`config.mk`:
```
export PLATFORM = sky130hd
export DESIGN_NAME = liion_charge_cycle_control
export DESIGN_NICKNAME = d
export VERILOG_FILES = /design/src/rtl/liion_charge_pkg.sv /design/src/rtl/liion_charge_cycle_control.sv
export SDC_FILE = /design/constraint.sdc
export NUM_CORES = 1
export LEC_CHECK = 0
export BUFFER_PORTS_ARGS = -buffer_cell sky130_fd_sc_hd__buf_2
export CAP_MARGIN = 20
export CORE_UTILIZATION = 49
export DETAILED_ROUTE_END_ITERATION = 8
export GPL_ROUTABILITY_DRIVEN = 1
export HOLD_SLACK_MARGIN = 0.03
export PLACE_DENSITY = 0.78
export SLEW_MARGIN = 20
export SYNTH_ARGS = -nofsm -noshare
export SYNTH_HDL_FRONTEND = slang
export SYNTH_SLANG_ARGS = --single-unit
```
`constraint.sdc`:
```
create_clock -name i_clk -period 5.2 [get_ports i_clk]
set_input_delay 0.52 -clock i_clk [delete_from_list [all_inputs] [get_ports i_clk]]
set_output_delay 0.52 -clock i_clk [all_outputs]
set_load 0.01 [all_outputs]
```
`src/rtl/liion_charge_pkg.sv`:
```
package liion_charge_pkg;
  // clock and time base
  localparam int CLK_NS            = 25;
  localparam int MS_NS             = 1000000;
  localparam int MS_CYCLES_DEF     = (MS_NS + CLK_NS - 1) / CLK_NS;
  localparam int MS_PER_MIN        = 60000;
  localparam int PRE_TIMER_MIN     = 45;
  localparam int FAST_TIMER_MIN    = 360;
  localparam int PRE_TIMER_MS_DEF  = PRE_TIMER_MIN * MS_PER_MIN;
  localparam int FAST_TIMER_MS_DEF = FAST_TIMER_MIN * MS_PER_MIN;
  localparam int TERM_DEGLITCH_MS  = 170;
  localparam int DYNAMIC_INPUT_LIMIT_DEGLITCH_MS  = 100;
  localparam int DET_SOURCE_MS     = 340;
  localparam int OVP_DEGLITCH_MS_DEF = 10;
  localparam int CNT_W             = 12;
  localparam int TMR_W             = 25;
  localparam int PSC_W             = 16;
  // currents in mA
  localparam int MA_W                    = 11;
  localparam logic [MA_W-1:0] TRICKLE_MA   = 11'h02d;
  localparam logic [MA_W-1:0] PRE_MA       = 11'h1c2;
  localparam logic [MA_W-1:0] PRE_LOW_MA   = 11'h064;
  localparam logic [MA_W-1:0] FAST_BASE_MA = 11'h226;
  localparam logic [MA_W-1:0] FAST_STEP_MA = 11'h064;
  localparam logic [MA_W-1:0] FAST_MAX_MA  = 11'h4b0;
  localparam logic [MA_W-1:0] RAMP_STEP_MA = 11'h019;
  // register map
  localparam logic [3:0] ADDR_CTRL   = 4'h0;
  localparam logic [3:0] ADDR_FAST   = 4'h1;
  localparam logic [3:0] ADDR_FLOAT  = 4'h2;
  localparam logic [3:0] ADDR_TERM   = 4'h3;
  localparam logic [3:0] ADDR_ILIM   = 4'h4;
  localparam logic [3:0] ADDR_DICLTH = 4'h5;
  localparam logic [3:0] ADDR_STATUS = 4'h6;
  localparam logic [3:0] ADDR_FLAGS  = 4'h7;
  localparam int CTRL_PRE_LOW  = 0;
  localparam int CTRL_RCHG_DIS = 1;
  localparam int CTRL_DYNAMIC_LIMIT_ENABLE_BIT  = 2;
  localparam int FLAG_LOSS     = 0;
  localparam int FLAG_TIMER    = 1;
  localparam int FLAG_OVP      = 2;
  localparam logic [2:0] CTRL_RST   = 3'h0;
  localparam logic [2:0] FAST_RST   = 3'h0;
  localparam logic [5:0] FLOAT_RST  = 6'h1e;
  localparam logic [3:0] TERM_RST   = 4'h2;
  localparam logic [2:0] ILIM_RST   = 3'h1;
  localparam logic [1:0] DICLTH_RST = 2'h0;
  localparam logic [2:0] FLAGS_RST  = 3'h0;

  typedef enum logic [8:0] {
    ST_OFF     = 9'h001,
    ST_DETECT  = 9'h002,
    ST_TRICKLE = 9'h004,
    ST_PRE     = 9'h008,
    ST_FAST    = 9'h010,
    ST_CV      = 9'h020,
    ST_DONE    = 9'h040,
    ST_FAULT   = 9'h080,
    ST_OVP     = 9'h100
  } charge_state_e;

  // comparator levels from the analog side
  typedef struct packed {
    logic cell_below_trickle;
    logic cell_below_pre;
    logic cell_at_float;
    logic cell_below_recharge;
    logic cell_above_ovp;
    logic term_reached;
    logic input_valid;
    logic input_below_dynamic_input_limit;
    logic auto_shutdown;
    logic charger_enable_low_pin;
    logic battery_id_removed;
    logic battery_present_flag;
  } sense_s;
endpackage : liion_charge_pkg

```
`src/rtl/liion_charge_cycle_control.sv`:
```
`timescale 1ns/1ps
// Function
// - below 2 V trickle threshold charge linearly at fixed 45 mA.
// - between 2 V and 3 V use switch mode at pre-charge current.
// - pre-charge current 450 mA, reducible to 100 mA by a control bit.
// - 45 minute safety timer runs through trickle and pre-charge.
// - above 3 V fast charge, 550 mA to 1.15 A in 100 mA steps, 1.2 A at the top code.
// - battery current ramps gradually toward each new target, except trickle current, which is set at once.
// - constant-voltage mode once cell reaches programmable float voltage.
// - in constant voltage stop when current falls to termination level.
// - 360 minute safety timer starts when fast charge begins.
// - charging off while enable pin high or headroom below shutdown.
// - input current limit selectable 100, 500, 800, 1200 mA or unlimited.
// - dynamic input limit with threshold 4.0 V to 4.75 V, enable bit.
// - dynamic limit enables after 100 ms above threshold; status readable.
// - clearing the enable bit turns the dynamic limit off.
// - after completion restart when cell drops below float minus 120 mV.
// - automatic recharge can be disabled by a control bit.
// - with valid input and no battery, detection repeats until found.
// - detection outcome shows in a readable battery-present flag.
// - removal seen by detection or id comparator raises loss interrupt.
// - cell above float plus 100 mV past deglitch stops charge, alarms.
// - overvoltage check only while the charger is enabled.
// - after overvoltage stop resume once cell falls below threshold.
// - termination must persist 170 ms before cycle ends.
module liion_charge_cycle_control
  import liion_charge_pkg::*;
#(
  parameter int MS_CYCLES       = MS_CYCLES_DEF,
  parameter int PRE_TIMER_MS    = PRE_TIMER_MS_DEF,
  parameter int FAST_TIMER_MS   = FAST_TIMER_MS_DEF,
  parameter int OVP_DEGLITCH_MS = OVP_DEGLITCH_MS_DEF
) (
  input  wire logic            i_clk,
  input  wire logic            i_rst,
  input  wire logic [3:0]      i_addr,
  input  wire logic [7:0]      i_wdata,
  input  wire logic            i_we,
  input  wire logic            i_re,
  output logic      [7:0]      o_rdata,
  input  wire sense_s          i_sense,
  output logic                 o_charge_on,
  output logic                 o_linear_mode,
  output logic                 o_switch_mode,
  output logic                 o_cv_mode,
  output logic      [MA_W-1:0] o_charge_ma,
  output logic      [2:0]      o_input_limit_code,
  output logic      [5:0]      o_float_code,
  output logic      [3:0]      o_term_code,
  output logic      [1:0]      o_dynamic_input_limit_threshold_code,
  output logic                 o_dynamic_input_limit,
  output logic                 o_det_source,
  output logic                 o_battery_present_flag,
  output logic                 o_battery_loss_interrupt
);

  function automatic logic [CNT_W-1:0] dglitch(input logic [CNT_W-1:0] c,
                                               input logic cond, input logic tick);
    dglitch = !cond ? '0 : (tick && c != '1) ? c + 12'h001 : c;
  endfunction : dglitch

  function automatic charge_state_e by_level(input sense_s s);
    by_level = s.cell_below_trickle ? ST_TRICKLE : s.cell_below_pre ? ST_PRE : ST_FAST;
  endfunction : by_level

  function automatic logic pre_grp(input charge_state_e s);
    pre_grp = (s == ST_TRICKLE) || (s == ST_PRE);
  endfunction : pre_grp

  function automatic logic fast_grp(input charge_state_e s);
    fast_grp = (s == ST_FAST) || (s == ST_CV);
  endfunction : fast_grp

  // input synchroniser
  sense_s sync1_r;
  sense_s sn_r;
  always_ff @(posedge i_clk)
  begin
    sync1_r <= i_sense;
    sn_r    <= sync1_r;
  end

  // register bus
  logic [2:0]      ctrl_r,   ctrl_nxt;
  logic [2:0]      fast_r,   fast_nxt;
  logic [5:0]      float_r,  float_nxt;
  logic [3:0]      term_r,   term_nxt;
  logic [2:0]      ilim_r,   ilim_nxt;
  logic [1:0]      diclth_r, diclth_nxt;
  logic [2:0]      flags_r,  flags_nxt;
  logic [7:0]      rdata_r,  rdata_nxt;
  logic [2:0]      flag_set;
  logic [7:0]      status_v;

  always_comb
  begin
    ctrl_nxt   = ctrl_r;
    fast_nxt   = fast_r;
    float_nxt  = float_r;
    term_nxt   = term_r;
    ilim_nxt   = ilim_r;
    diclth_nxt = diclth_r;
    rdata_nxt  = 8'h00;
    if (i_we)
    begin
      unique case (i_addr)
        ADDR_CTRL:   ctrl_nxt   = i_wdata[2:0];
        ADDR_FAST:   fast_nxt   = i_wdata[2:0];
        ADDR_FLOAT:  float_nxt  = i_wdata[5:0];
        ADDR_TERM:   term_nxt   = i_wdata[3:0];
        ADDR_ILIM:   ilim_nxt   = i_wdata[2:0];
        ADDR_DICLTH: diclth_nxt = i_wdata[1:0];
        default:     ;
      endcase
    end
    // hardware set wins over write-one clear
    flags_nxt = (flags_r & ~((i_we && i_addr == ADDR_FLAGS) ? i_wdata[2:0] : 3'h0)) | flag_set;
    if (i_re)
    begin
      unique case (i_addr)
        ADDR_CTRL:   rdata_nxt = {5'h00, ctrl_r};
        ADDR_FAST:   rdata_nxt = {5'h00, fast_r};
        ADDR_FLOAT:  rdata_nxt = {2'h0, float_r};
        ADDR_TERM:   rdata_nxt = {4'h0, term_r};
        ADDR_ILIM:   rdata_nxt = {5'h00, ilim_r};
        ADDR_DICLTH: rdata_nxt = {6'h00, diclth_r};
        ADDR_STATUS: rdata_nxt = status_v;
        ADDR_FLAGS:  rdata_nxt = {5'h00, flags_r};
        default:     rdata_nxt = 8'h00;
      endcase
    end
  end

  always_ff @(posedge i_clk)
  begin
    if (i_rst)
    begin
      ctrl_r   <= CTRL_RST;
      fast_r   <= FAST_RST;
      float_r  <= FLOAT_RST;
      term_r   <= TERM_RST;
      ilim_r   <= ILIM_RST;
      diclth_r <= DICLTH_RST;
      flags_r  <= FLAGS_RST;
      rdata_r  <= 8'h00;
    end
    else
    begin
      ctrl_r   <= ctrl_nxt;
      fast_r   <= fast_nxt;
      float_r  <= float_nxt;
      term_r   <= term_nxt;
      ilim_r   <= ilim_nxt;
      diclth_r <= diclth_nxt;
      flags_r  <= flags_nxt;
      rdata_r  <= rdata_nxt;
    end
  end

  // charge sequencer
  charge_state_e   state_r, state_nxt;
  logic [PSC_W-1:0] psc_r, psc_nxt;
  logic [TMR_W-1:0] tmr_r, tmr_nxt;
  logic [CNT_W-1:0] term_cnt_r, term_cnt_nxt;
  logic [CNT_W-1:0] ovp_cnt_r, ovp_cnt_nxt;
  logic [CNT_W-1:0] dynamic_input_limit_cnt_r, dynamic_input_limit_cnt_nxt;
  logic [CNT_W-1:0] det_cnt_r, det_cnt_nxt;
  logic [MA_W-1:0]  ramp_r, ramp_nxt;
  logic [MA_W-1:0]  target;
  logic             present_r, present_nxt;
  logic             dynamic_input_limit_r, dynamic_input_limit_nxt;
  logic             tick;
  logic             charge_ok;
  logic             tmr_expired;
  logic             on_r, on_nxt;
  logic             lin_r, lin_nxt;
  logic             swm_r, swm_nxt;
  logic             cvm_r, cvm_nxt;
  logic             probe_r, probe_nxt;

  assign status_v = {1'b0, state_r == ST_FAULT, state_r == ST_OVP, state_r == ST_DONE,
                     state_r == ST_CV, state_r == ST_FAST, dynamic_input_limit_r, present_r};

  always_comb
  begin
    tick      = (psc_r == PSC_W'(MS_CYCLES - 1));
    psc_nxt   = tick ? '0 : psc_r + 16'h0001;
    charge_ok = sn_r.input_valid && !sn_r.charger_enable_low_pin && !sn_r.auto_shutdown;
    state_nxt   = state_r;
    present_nxt = present_r;
    flag_set    = 3'h0;
    tmr_expired = (pre_grp(state_r) && tmr_r >= TMR_W'(PRE_TIMER_MS)) ||
                  (fast_grp(state_r) && tmr_r >= TMR_W'(FAST_TIMER_MS));
    term_cnt_nxt = dglitch(term_cnt_r, state_r == ST_CV && sn_r.term_reached, tick);
    ovp_cnt_nxt  = dglitch(ovp_cnt_r, charge_ok && state_r != ST_OFF
                           && sn_r.cell_above_ovp, tick);
    det_cnt_nxt  = dglitch(det_cnt_r, state_r == ST_DETECT, tick);
    if (!charge_ok)
    begin
      state_nxt = ST_OFF;
      if (!sn_r.input_valid)
        present_nxt = 1'b0;
    end
    else if (present_r && sn_r.battery_id_removed)
    begin
      flag_set[FLAG_LOSS] = 1'b1;
      present_nxt         = 1'b0;
      state_nxt           = ST_DETECT;
    end
    else if (state_r != ST_OVP && state_r != ST_FAULT
             && ovp_cnt_r >= CNT_W'(OVP_DEGLITCH_MS))
    begin
      state_nxt           = ST_OVP;
      flag_set[FLAG_OVP]  = 1'b1;
    end
    else if (tmr_expired)
    begin
      state_nxt            = ST_FAULT;
      flag_set[FLAG_TIMER] = 1'b1;
    end
    else
    begin
      unique case (state_r)
        ST_OFF:     state_nxt = ST_DETECT;
        ST_DETECT:
        begin
          if (det_cnt_r >= CNT_W'(DET_SOURCE_MS))
          begin
            det_cnt_nxt = '0;
            if (sn_r.battery_present_flag)
            begin
              present_nxt = 1'b1;
              state_nxt   = by_level(sn_r);
            end
            else
            begin
              flag_set[FLAG_LOSS] = present_r;
              present_nxt         = 1'b0;
            end
          end
        end
        ST_TRICKLE: if (!sn_r.cell_below_trickle) state_nxt = by_level(sn_r);
        ST_PRE:     if (!sn_r.cell_below_pre) state_nxt = ST_FAST;
        ST_FAST:    if (sn_r.cell_at_float) state_nxt = ST_CV;
        ST_CV:      if (term_cnt_r >= CNT_W'(TERM_DEGLITCH_MS)) state_nxt = ST_DONE;
        ST_DONE:
        begin
          if (!ctrl_r[CTRL_RCHG_DIS] && sn_r.cell_below_recharge)
            state_nxt = ST_DETECT;
        end
        ST_FAULT:   state_nxt = ST_FAULT;
        ST_OVP:     if (!sn_r.cell_above_ovp) state_nxt = by_level(sn_r);
      endcase
    end
    // safety timer restarts on entering each timed phase group
    if ((pre_grp(state_nxt) && !pre_grp(state_r)) || (fast_grp(state_nxt) && !fast_grp(state_r)))
      tmr_nxt = '0;
    else if (tick && (pre_grp(state_r) || fast_grp(state_r)) && tmr_r != '1)
      tmr_nxt = tmr_r + 25'h0000001;
    else
      tmr_nxt = tmr_r;
    // dynamic input limit qualification
    dynamic_input_limit_cnt_nxt = dglitch(dynamic_input_limit_cnt_r, ctrl_r[CTRL_DYNAMIC_LIMIT_ENABLE_BIT] && sn_r.input_valid
                           && !sn_r.input_below_dynamic_input_limit, tick);
    if (!ctrl_r[CTRL_DYNAMIC_LIMIT_ENABLE_BIT] || !sn_r.input_valid)
      dynamic_input_limit_nxt = 1'b0;
    else if (dynamic_input_limit_cnt_r >= CNT_W'(DYNAMIC_INPUT_LIMIT_DEGLITCH_MS))
      dynamic_input_limit_nxt = 1'b1;
    else
      dynamic_input_limit_nxt = dynamic_input_limit_r;
    // charge current target and ramp
    unique case (state_r)
      ST_TRICKLE: target = TRICKLE_MA;
      ST_PRE:     target = ctrl_r[CTRL_PRE_LOW] ? PRE_LOW_MA : PRE_MA;
      ST_FAST,
      ST_CV:      target = (fast_r == 3'h7) ? FAST_MAX_MA
                           : FAST_BASE_MA + MA_W'(fast_r) * FAST_STEP_MA;
      default:    target = '0;
    endcase
    ramp_nxt = ramp_r;
    if (state_nxt == ST_TRICKLE)
      ramp_nxt = TRICKLE_MA;
    else if (tick && ramp_r < target)
      ramp_nxt = (target - ramp_r > RAMP_STEP_MA) ? ramp_r + RAMP_STEP_MA : target;
    else if (tick && ramp_r > target)
      ramp_nxt = (ramp_r - target > RAMP_STEP_MA) ? ramp_r - RAMP_STEP_MA : target;
    // mode outputs registered from the next state
    on_nxt    = pre_grp(state_nxt) || fast_grp(state_nxt);
    lin_nxt   = state_nxt == ST_TRICKLE;
    swm_nxt   = state_nxt == ST_PRE || fast_grp(state_nxt);
    cvm_nxt   = state_nxt == ST_CV;
    probe_nxt = state_nxt == ST_DETECT;
  end

  always_ff @(posedge i_clk)
  begin
    if (i_rst)
    begin
      state_r    <= ST_OFF;
      psc_r      <= '0;
      tmr_r      <= '0;
      term_cnt_r <= '0;
      ovp_cnt_r  <= '0;
      dynamic_input_limit_cnt_r <= '0;
      det_cnt_r  <= '0;
      ramp_r     <= '0;
      present_r  <= 1'b0;
      dynamic_input_limit_r     <= 1'b0;
      on_r       <= 1'b0;
      lin_r      <= 1'b0;
      swm_r      <= 1'b0;
      cvm_r      <= 1'b0;
      probe_r    <= 1'b0;
    end
    else
    begin
      state_r    <= state_nxt;
      psc_r      <= psc_nxt;
      tmr_r      <= tmr_nxt;
      term_cnt_r <= term_cnt_nxt;
      ovp_cnt_r  <= ovp_cnt_nxt;
      dynamic_input_limit_cnt_r <= dynamic_input_limit_cnt_nxt;
      det_cnt_r  <= det_cnt_nxt;
      ramp_r     <= ramp_nxt;
      present_r  <= present_nxt;
      dynamic_input_limit_r     <= dynamic_input_limit_nxt;
      on_r       <= on_nxt;
      lin_r      <= lin_nxt;
      swm_r      <= swm_nxt;
      cvm_r      <= cvm_nxt;
      probe_r    <= probe_nxt;
    end
  end

  assign o_rdata                  = rdata_r;
  assign o_charge_on              = on_r;
  assign o_linear_mode            = lin_r;
  assign o_switch_mode            = swm_r;
  assign o_cv_mode                = cvm_r;
  assign o_charge_ma              = ramp_r;
  assign o_input_limit_code       = ilim_r;
  assign o_float_code             = float_r;
  assign o_term_code              = term_r;
  assign o_dynamic_input_limit_threshold_code    = diclth_r;
  assign o_dynamic_input_limit    = dynamic_input_limit_r;
  assign o_det_source             = probe_r;
  assign o_battery_present_flag   = present_r;
  assign o_battery_loss_interrupt = flags_r[FLAG_LOSS];
endmodule : liion_charge_cycle_control

```
==> summary.md, run 1 <==
| Metric | Value |
|---|---|
| CP peak stage delay | `530 ps` |
| Crit Path Category | `reg2reg` |
| Gpl congestion | `0.927` |
| Synth Instances | `1179` |
| Critical path launch point type | `flip-flop` |
| Critical path origin | `fast_r[1]` |
| Syn nets | `1251` |
| Worst hold margin | `181 ps` |
| Post-DR vias/cell | `5.69` |
| Slew at the pin closest to its max-slew limit | `837 ps` |
| Final Cycle Share | `0.926` |
| Detailed Place HPWL | `16400 µm` |
| Min Clock Period, post-route | `4820 ps` |
| VDD IR max | `0.000248 V` |
| CTS clk-pin slew, worst paths | `70 ps` |
| Pre-CTS setup slack | `499 ps` |
| Worst EP arrival | `5180 ps` |
| Clock latency at the later pin of the worst-skew pair | `440 ps` |
| Clk sink count | `171` |
| CP Depth | `16` |
| Num CTS Buffers | `17` |
| Area leader, netlist | `dfxtp_1` |
| CTS Hold Bufs | `0` |
| Post-CTS resize count | `0` |
| Slew headroom | `0.442` |
| CP top delay family | `compound AO/OA/AOI/OAI gates` |
| Run status | `finished clean` |
| Worst-case clock buffer depth | `2` |
| Antenna diodes | `0` |
| Yosys cell types | `85` |
| Synth warn | `0` |
| ANT nets after route | `0` |
| Share of cells above drive strength 1 | `0.112` |
| Die footprint | `20200 µm²` |
| Post-place instance area | `10100 µm²` |
| Most frequent cells in the layout | `nor2_1, dfxtp_1, nand2_1` |
| H-tree Lvls | `4` |
| Dominant cells by area after synthesis | `dfxtp_1, nor2_1, ha_1` |
| Async S/R FF share, synth | `0` |
| All-Layer GR Usage | `0.232` |
| Flop pwr share | `0.491` |
| Peak Freq | `0.208 GHz` |
| Main synth FF type | `dfxtp_1` |
| Initial Utilization | `0.507` |
| Clock share of power | `0.483` |
| DR vias | `8540` |
| Vias in the first global route | `7973` |
| Initial DRC Count | `459` |
| Synth top area share | `0.355` |
| Final WS setup | `382 ps` |
| First-pass GRT wire length | `37800 µm` |
| # setup viols final | `0` |
| PD cells | `253 nW/µm²` |
| CP max stage cell | `ha_1` |
| CTS root buffer | `clkbuf_16` |
| CTS tree | `built` |
| Average wire per standard cell | `15.2 µm` |
| Yosys reg bits | `171` |
| RSZ-0062 raised after global routing | `false` |
| Critical path peak fanout | `14` |
| Number of max-slew violations in the final report | `0` |
| Critical R2R Launch | `fast_r[1]` |
| Largest net degree at the start of global routing | `44` |
| Reg2Reg Depth | `16` |
| Worst Path Buf+Inv | `3` |
| Die W | `142 µm` |
| DRC viols | `0` |
| Gate power share | `0.026` |
| P_int | `0.00205 W` |
| Post-Route Setup TNS | `0 ps` |
| Fin area | `10700 µm²` |
| Sw frac | `0.244` |
| Netlist Area Pre-Place | `9630 µm²` |
| Leak Pwr | `4.12 nW` |
| Fin. Hold Viols | `0` |
| I/O Buffers | `66` |
| Detailed Route WL | `22800 µm` |
| Core Region | `19000 µm²` |
| Die Y | `142 µm` |
| Internal reg-to-reg setup slack | `380 ps` |
| Seq/Total Area, Yosys | `0.355` |
| Top cell by count, worst path | `ha_1` |
| CP endpoint kind | `flip-flop` |
| Worst Setup EP | `o_charge_ma[10]` |
| Layout Skew | `12.1 ps` |
| Most common cell after layout, fill and taps aside | `nor2_1` |
| Initial DRT Pass Iterations | `5` |
| Hold Crit Class | `in2reg` |
| Worst EP required | `5560 ps` |
| Layout area overhead | `11.4%` |
| Max Cap Violations | `0` |
| Syn_area_per_cell | `8.17 µm²` |
| Final core utilization | `0.564` |
| Initial antenna violation count | `1` |
| Ports | `70` |
| Post-CTS setup buffers | `0` |
| Worst path cell trace | `inv_1 > ha_1 > inv_1 > ha_1 > ha_1 > xor2_1 > a31oi_1 > inv_1 > ha_1 > nand4_1 > o311ai_0 > a221o_1 > o21ai_2 > o22a_1 > or3_1 > o211ai_1` |
| Number of cell rows | `50` |
| Post-synth EDFFs | `0` |
| GR Overflow Total | `0` |
| Psw | `0.000664 W` |
| NumNets Final | `1301` |
| Critical R2R Capture | `o_charge_ma[10]` |
## stage by stage
step	std cells	power, W
2_1_floorplan	1179	0.00141
3_3_place_gp	1470	0.00143
3_5_place_dp	1470	0.00143
4_1_cts	1502	0.00273
5_1_grt	1502	0.00281
6_report	1502	0.00272
## layer usage
metal	GRT usage	share of wire
met1	0.292	0.45
met2	0.391	0.48
met3	0.0485	0.058
met4	0.0804	0.017
met5	0	0
## cell usage after synthesis, types with 21 or more instances
cell type and instances:
dfxtp_1 171, o21ai_0 46, nor3_1 21, xor2_1 56, nor2_1 192, nand2_1 79, clkbuf_1 21, a21oi_1 56
nand4_1 31, inv_1 57, mux2i_1 23, xnor2_1 30, ha_1 42, nand3_1 57
## worst min path at each step
stage | cells past startpoint | start | endpoint
2_1_floorplan | 0 | sync1_r[0] | sn_r[0]
6_report | 1 | i_sense[3] | sync1_r[3]
5_1_grt | 1 | i_sense[3] | sync1_r[3]
3_3_place_gp | 0 | sync1_r[0] | sn_r[0]
4_1_cts | 1 | i_sense[3] | sync1_r[3]
3_5_place_dp | 0 | sync1_r[3] | sn_r[3]
## flip-flops by register name (all words and copies together) (netlist names), 7 cells and up
register and cells:
ovp_cnt_r 12, o_rdata 7, sync1_r 12, dynamic_input_limit_cnt_r 12, term_cnt_r 12, sn_r 12, det_cnt_r 12, psc_r 16
tmr_r 25, state_r 9, o_charge_ma 11
## kinds of logic (layout without fill, tap and decap cells)
logic type / Yosys count / in the layout / synth area share
compound gates: 215 / 215 / 0.148
mux: 27 / 27 / 0.0297
simple gates: 536 / 536 / 0.285
fa+ha+maj: 44 / 44 / 0.0587
buf+inv: 99 / 162 / 0.0451
flops: 171 / 171 / 0.355
other cells: 1 / 1 / 0.000389
xor+xnor: 86 / 86 / 0.0782
## power by group through the flow
stage / sequential, W / clock, W / combinational, W
4_1_cts: 0.00133 / 0.00133 / 0.0000692
6_report: 0.00134 / 0.00131 / 0.0000696
5_1_grt: 0.00134 / 0.00139 / 0.0000770
2_1_floorplan: 0.00136 / 0 / 0.0000441
3_3_place_gp: 0.00136 / 0 / 0.0000679
3_5_place_dp: 0.00136 / 0 / 0.0000690
## layout make-up
| cell class | count | area (µm²) |
|---|---|---|
| Clock buffer | 18 | 439 |
| Clock inverter | 14 | 171 |
| Fill cell | 1765 | 8290 |
| Inverter | 57 | 214 |
| Multi-Input combinational cell | 909 | 5780 |
| Sequential cell | 171 | 3420 |
| Tap cell | 260 | 325 |
| Timing Repair Buffer | 73 | 383 |
No activity file was read; power rests on OpenSTA's default activity.
==> run 2, diff against run 1 <==
Settings changed: SKIP_LAST_GASP set to 1.
Clock period 5.2 ns to 5.7 ns, I/O delays scaled along.
==> summary.md, run 2 (same netlist as run 1, synthesis figures left out) <==
| Metric | Value |
|---|---|
| Initial DRC Count | `498` |
| CTS Hold Bufs | `0` |
| # setup viols final | `0` |
| GR Overflow Total | `0` |
| Final Cycle Share | `0.866` |
| Slew at the pin closest to its max-slew limit | `838 ps` |
| Worst hold margin | `227 ps` |
| NumNets Final | `1301` |
| Slew headroom | `0.441` |
| VDD IR max | `0.000232 V` |
| Worst EP arrival | `5260 ps` |
| Average wire per standard cell | `15.0 µm` |
| All-Layer GR Usage | `0.231` |
| Num CTS Buffers | `17` |
| Antenna diodes | `0` |
| CTS root buffer | `clkbuf_16` |
| Critical R2R Capture | `o_charge_ma[5]` |
| Vias in the first global route | `7846` |
| CP max stage cell | `ha_1` |
| Most common cell after layout, fill and taps aside | `nor2_1` |
| Gpl congestion | `0.904` |
| Die Y | `142 µm` |
| Critical path peak fanout | `14` |
| Hold Crit Class | `in2reg` |
| Number of max-slew violations in the final report | `0` |
| Number of cell rows | `50` |
| P_int | `0.00183 W` |
| Sw frac | `0.245` |
| Die W | `142 µm` |
| Critical path launch point type | `flip-flop` |
| Worst-case clock buffer depth | `2` |
| Critical path origin | `fast_r[1]` |
| PD cells | `226 nW/µm²` |
| Internal reg-to-reg setup slack | `770 ps` |
| Post-Route Setup TNS | `0 ps` |
| Hold Path End | `sync1_r[9]` |
| Detailed Place HPWL | `16500 µm` |
| Top reg by flops | `tmr_r` |
| Pre-CTS setup slack | `834 ps` |
| Share of cells above drive strength 1 | `0.112` |
| Gate power share | `0.026` |
| CP endpoint kind | `flip-flop` |
| Layout Skew | `23.2 ps` |
| Post-CTS resize count | `0` |
| Flop pwr share | `0.503` |
| Clk sink count | `171` |
| Hold_sp | `i_sense[9]` |
| Regs by FF count | `tmr_r x25, psc_r x16` |
| Initial DRT Pass Iterations | `5` |
| ANT nets after route | `0` |
| I/O Buffers | `66` |
| Run status | `finished clean` |
| Ports | `70` |
| Initial antenna violation count | `0` |
| CTS clk-pin slew, worst paths | `80 ps` |
| H-tree Lvls | `4` |
| Max reg flops | `25` |
| Post-CTS setup buffers | `0` |
| Largest net degree at the start of global routing | `44` |
| Reg2Reg Depth | `19` |
| Initial Utilization | `0.507` |
| Max Cap Violations | `0` |
| Crit Path Category | `reg2reg` |
| Post-DR vias/cell | `5.64` |
| Peak Freq | `0.203 GHz` |
| Layout area overhead | `11.2%` |
| Clock latency at the later pin of the worst-skew pair | `440 ps` |
| Psw | `0.000593 W` |
| DRC viols | `0` |
| Die footprint | `20200 µm²` |
| Worst EP required | `6030 ps` |
| Most frequent cells in the layout | `nor2_1, dfxtp_1, nand2_1` |
| Critical R2R Launch | `fast_r[1]` |
| RSZ-0062 raised after global routing | `false` |
| Final WS setup | `766 ps` |
| CTS tree | `built` |
| Worst Hold Path Cells | `1` |
| Fin. Hold Viols | `0` |
| First-pass GRT wire length | `37600 µm` |
| Core Region | `19000 µm²` |
| Min Clock Period, post-route | `4930 ps` |
| Worst path cell trace | `inv_1 > ha_1 > inv_1 > ha_1 > nand2b_1 > a21oi_1 > xor2_1 > a31oi_1 > inv_1 > ha_1 > o21ai_0 > nor2_1 > nor3b_1 > or3_1 > a221o_1 > o21ai_2 > o21ai_0 > o32ai_1 > a21oi_1` |
| CP peak stage delay | `560 ps` |
| Detailed Route WL | `22600 µm` |
| DR vias | `8477` |
| Leak Pwr | `4.12 nW` |
| Clock share of power | `0.471` |
==> run 2: cell types whose count changed in the layout (fill, tap and decap cells not counted) <==
cell        change
bufinv_16       -1
clkinv_4        +2
clkinvlp_4      -1
inv_6           +1
inv_8           -1
==> run 2: layout make-up <==
cell class                 instances  area [µm²]
clock buffer                      18         439
clock inverter                    14         149
fill                            1760        8310
timing repair buffer              73         383
sequential                       171        3420
tap                              260         325
multi-input combinational        909        5780
inverter                          57         214
==> run 2: worst max-delay path by stage <==
stage | to | slack, ps | depth (start not counted)
detailed placement | o_charge_ma[5] | 830 | 18
global placement | o_charge_ma[5] | 1000 | 19
floorplan | o_charge_ma[0] | 1740 | 19
CTS | o_charge_ma[5] | 830 | 19
global route | o_charge_ma[5] | 470 | 19
finish | o_charge_ma[5] | 770 | 19
==> run 2: through the flow <==
step | instance area [µm²] | power, W | std cells | utilization
after global routing | 10700 | 0.00250 | 1502 | 0.563
after CTS | 10700 | 0.00244 | 1502 | 0.563
after floorplan | 9630 | 0.00128 | 1179 | -
final | 10700 | 0.00242 | 1502 | 0.563
after detailed placement | 10100 | 0.00131 | 1470 | 0.532
after global placement | 10100 | 0.00131 | 1470 | 0.532
==> run 2: metal layers <==
layer  global-route usage  vias up  part of all wire
li1                     -     4244                 -
met5                    0        -                 0
met2                0.392      277              0.48
met1                0.295     3928              0.44
met3               0.0424       28             0.063
met4               0.0741        0             0.012
==> run 2: power by group through the flow <==
stage / Sequential (W) / Clock [W] / Combinational (W)
after floorplan: 0.00124 / 0 / 0.0000402
after global placement: 0.00125 / 0 / 0.0000619
after detailed placement: 0.00125 / 0 / 0.0000629
after CTS: 0.00122 / 0.00116 / 0.0000634
after global routing: 0.00122 / 0.00121 / 0.0000700
final: 0.00122 / 0.00114 / 0.0000638
==> run 2: critical path: cells and delay by family (launching register included) <==
kind | cells | cell delay, ps
compound gates | 8 | 2260
xor+xnor | 1 | 100
fa+ha+maj | 3 | 1170
buf+inv | 3 | 280
flops | 1 | 440
simple gates | 4 | 610
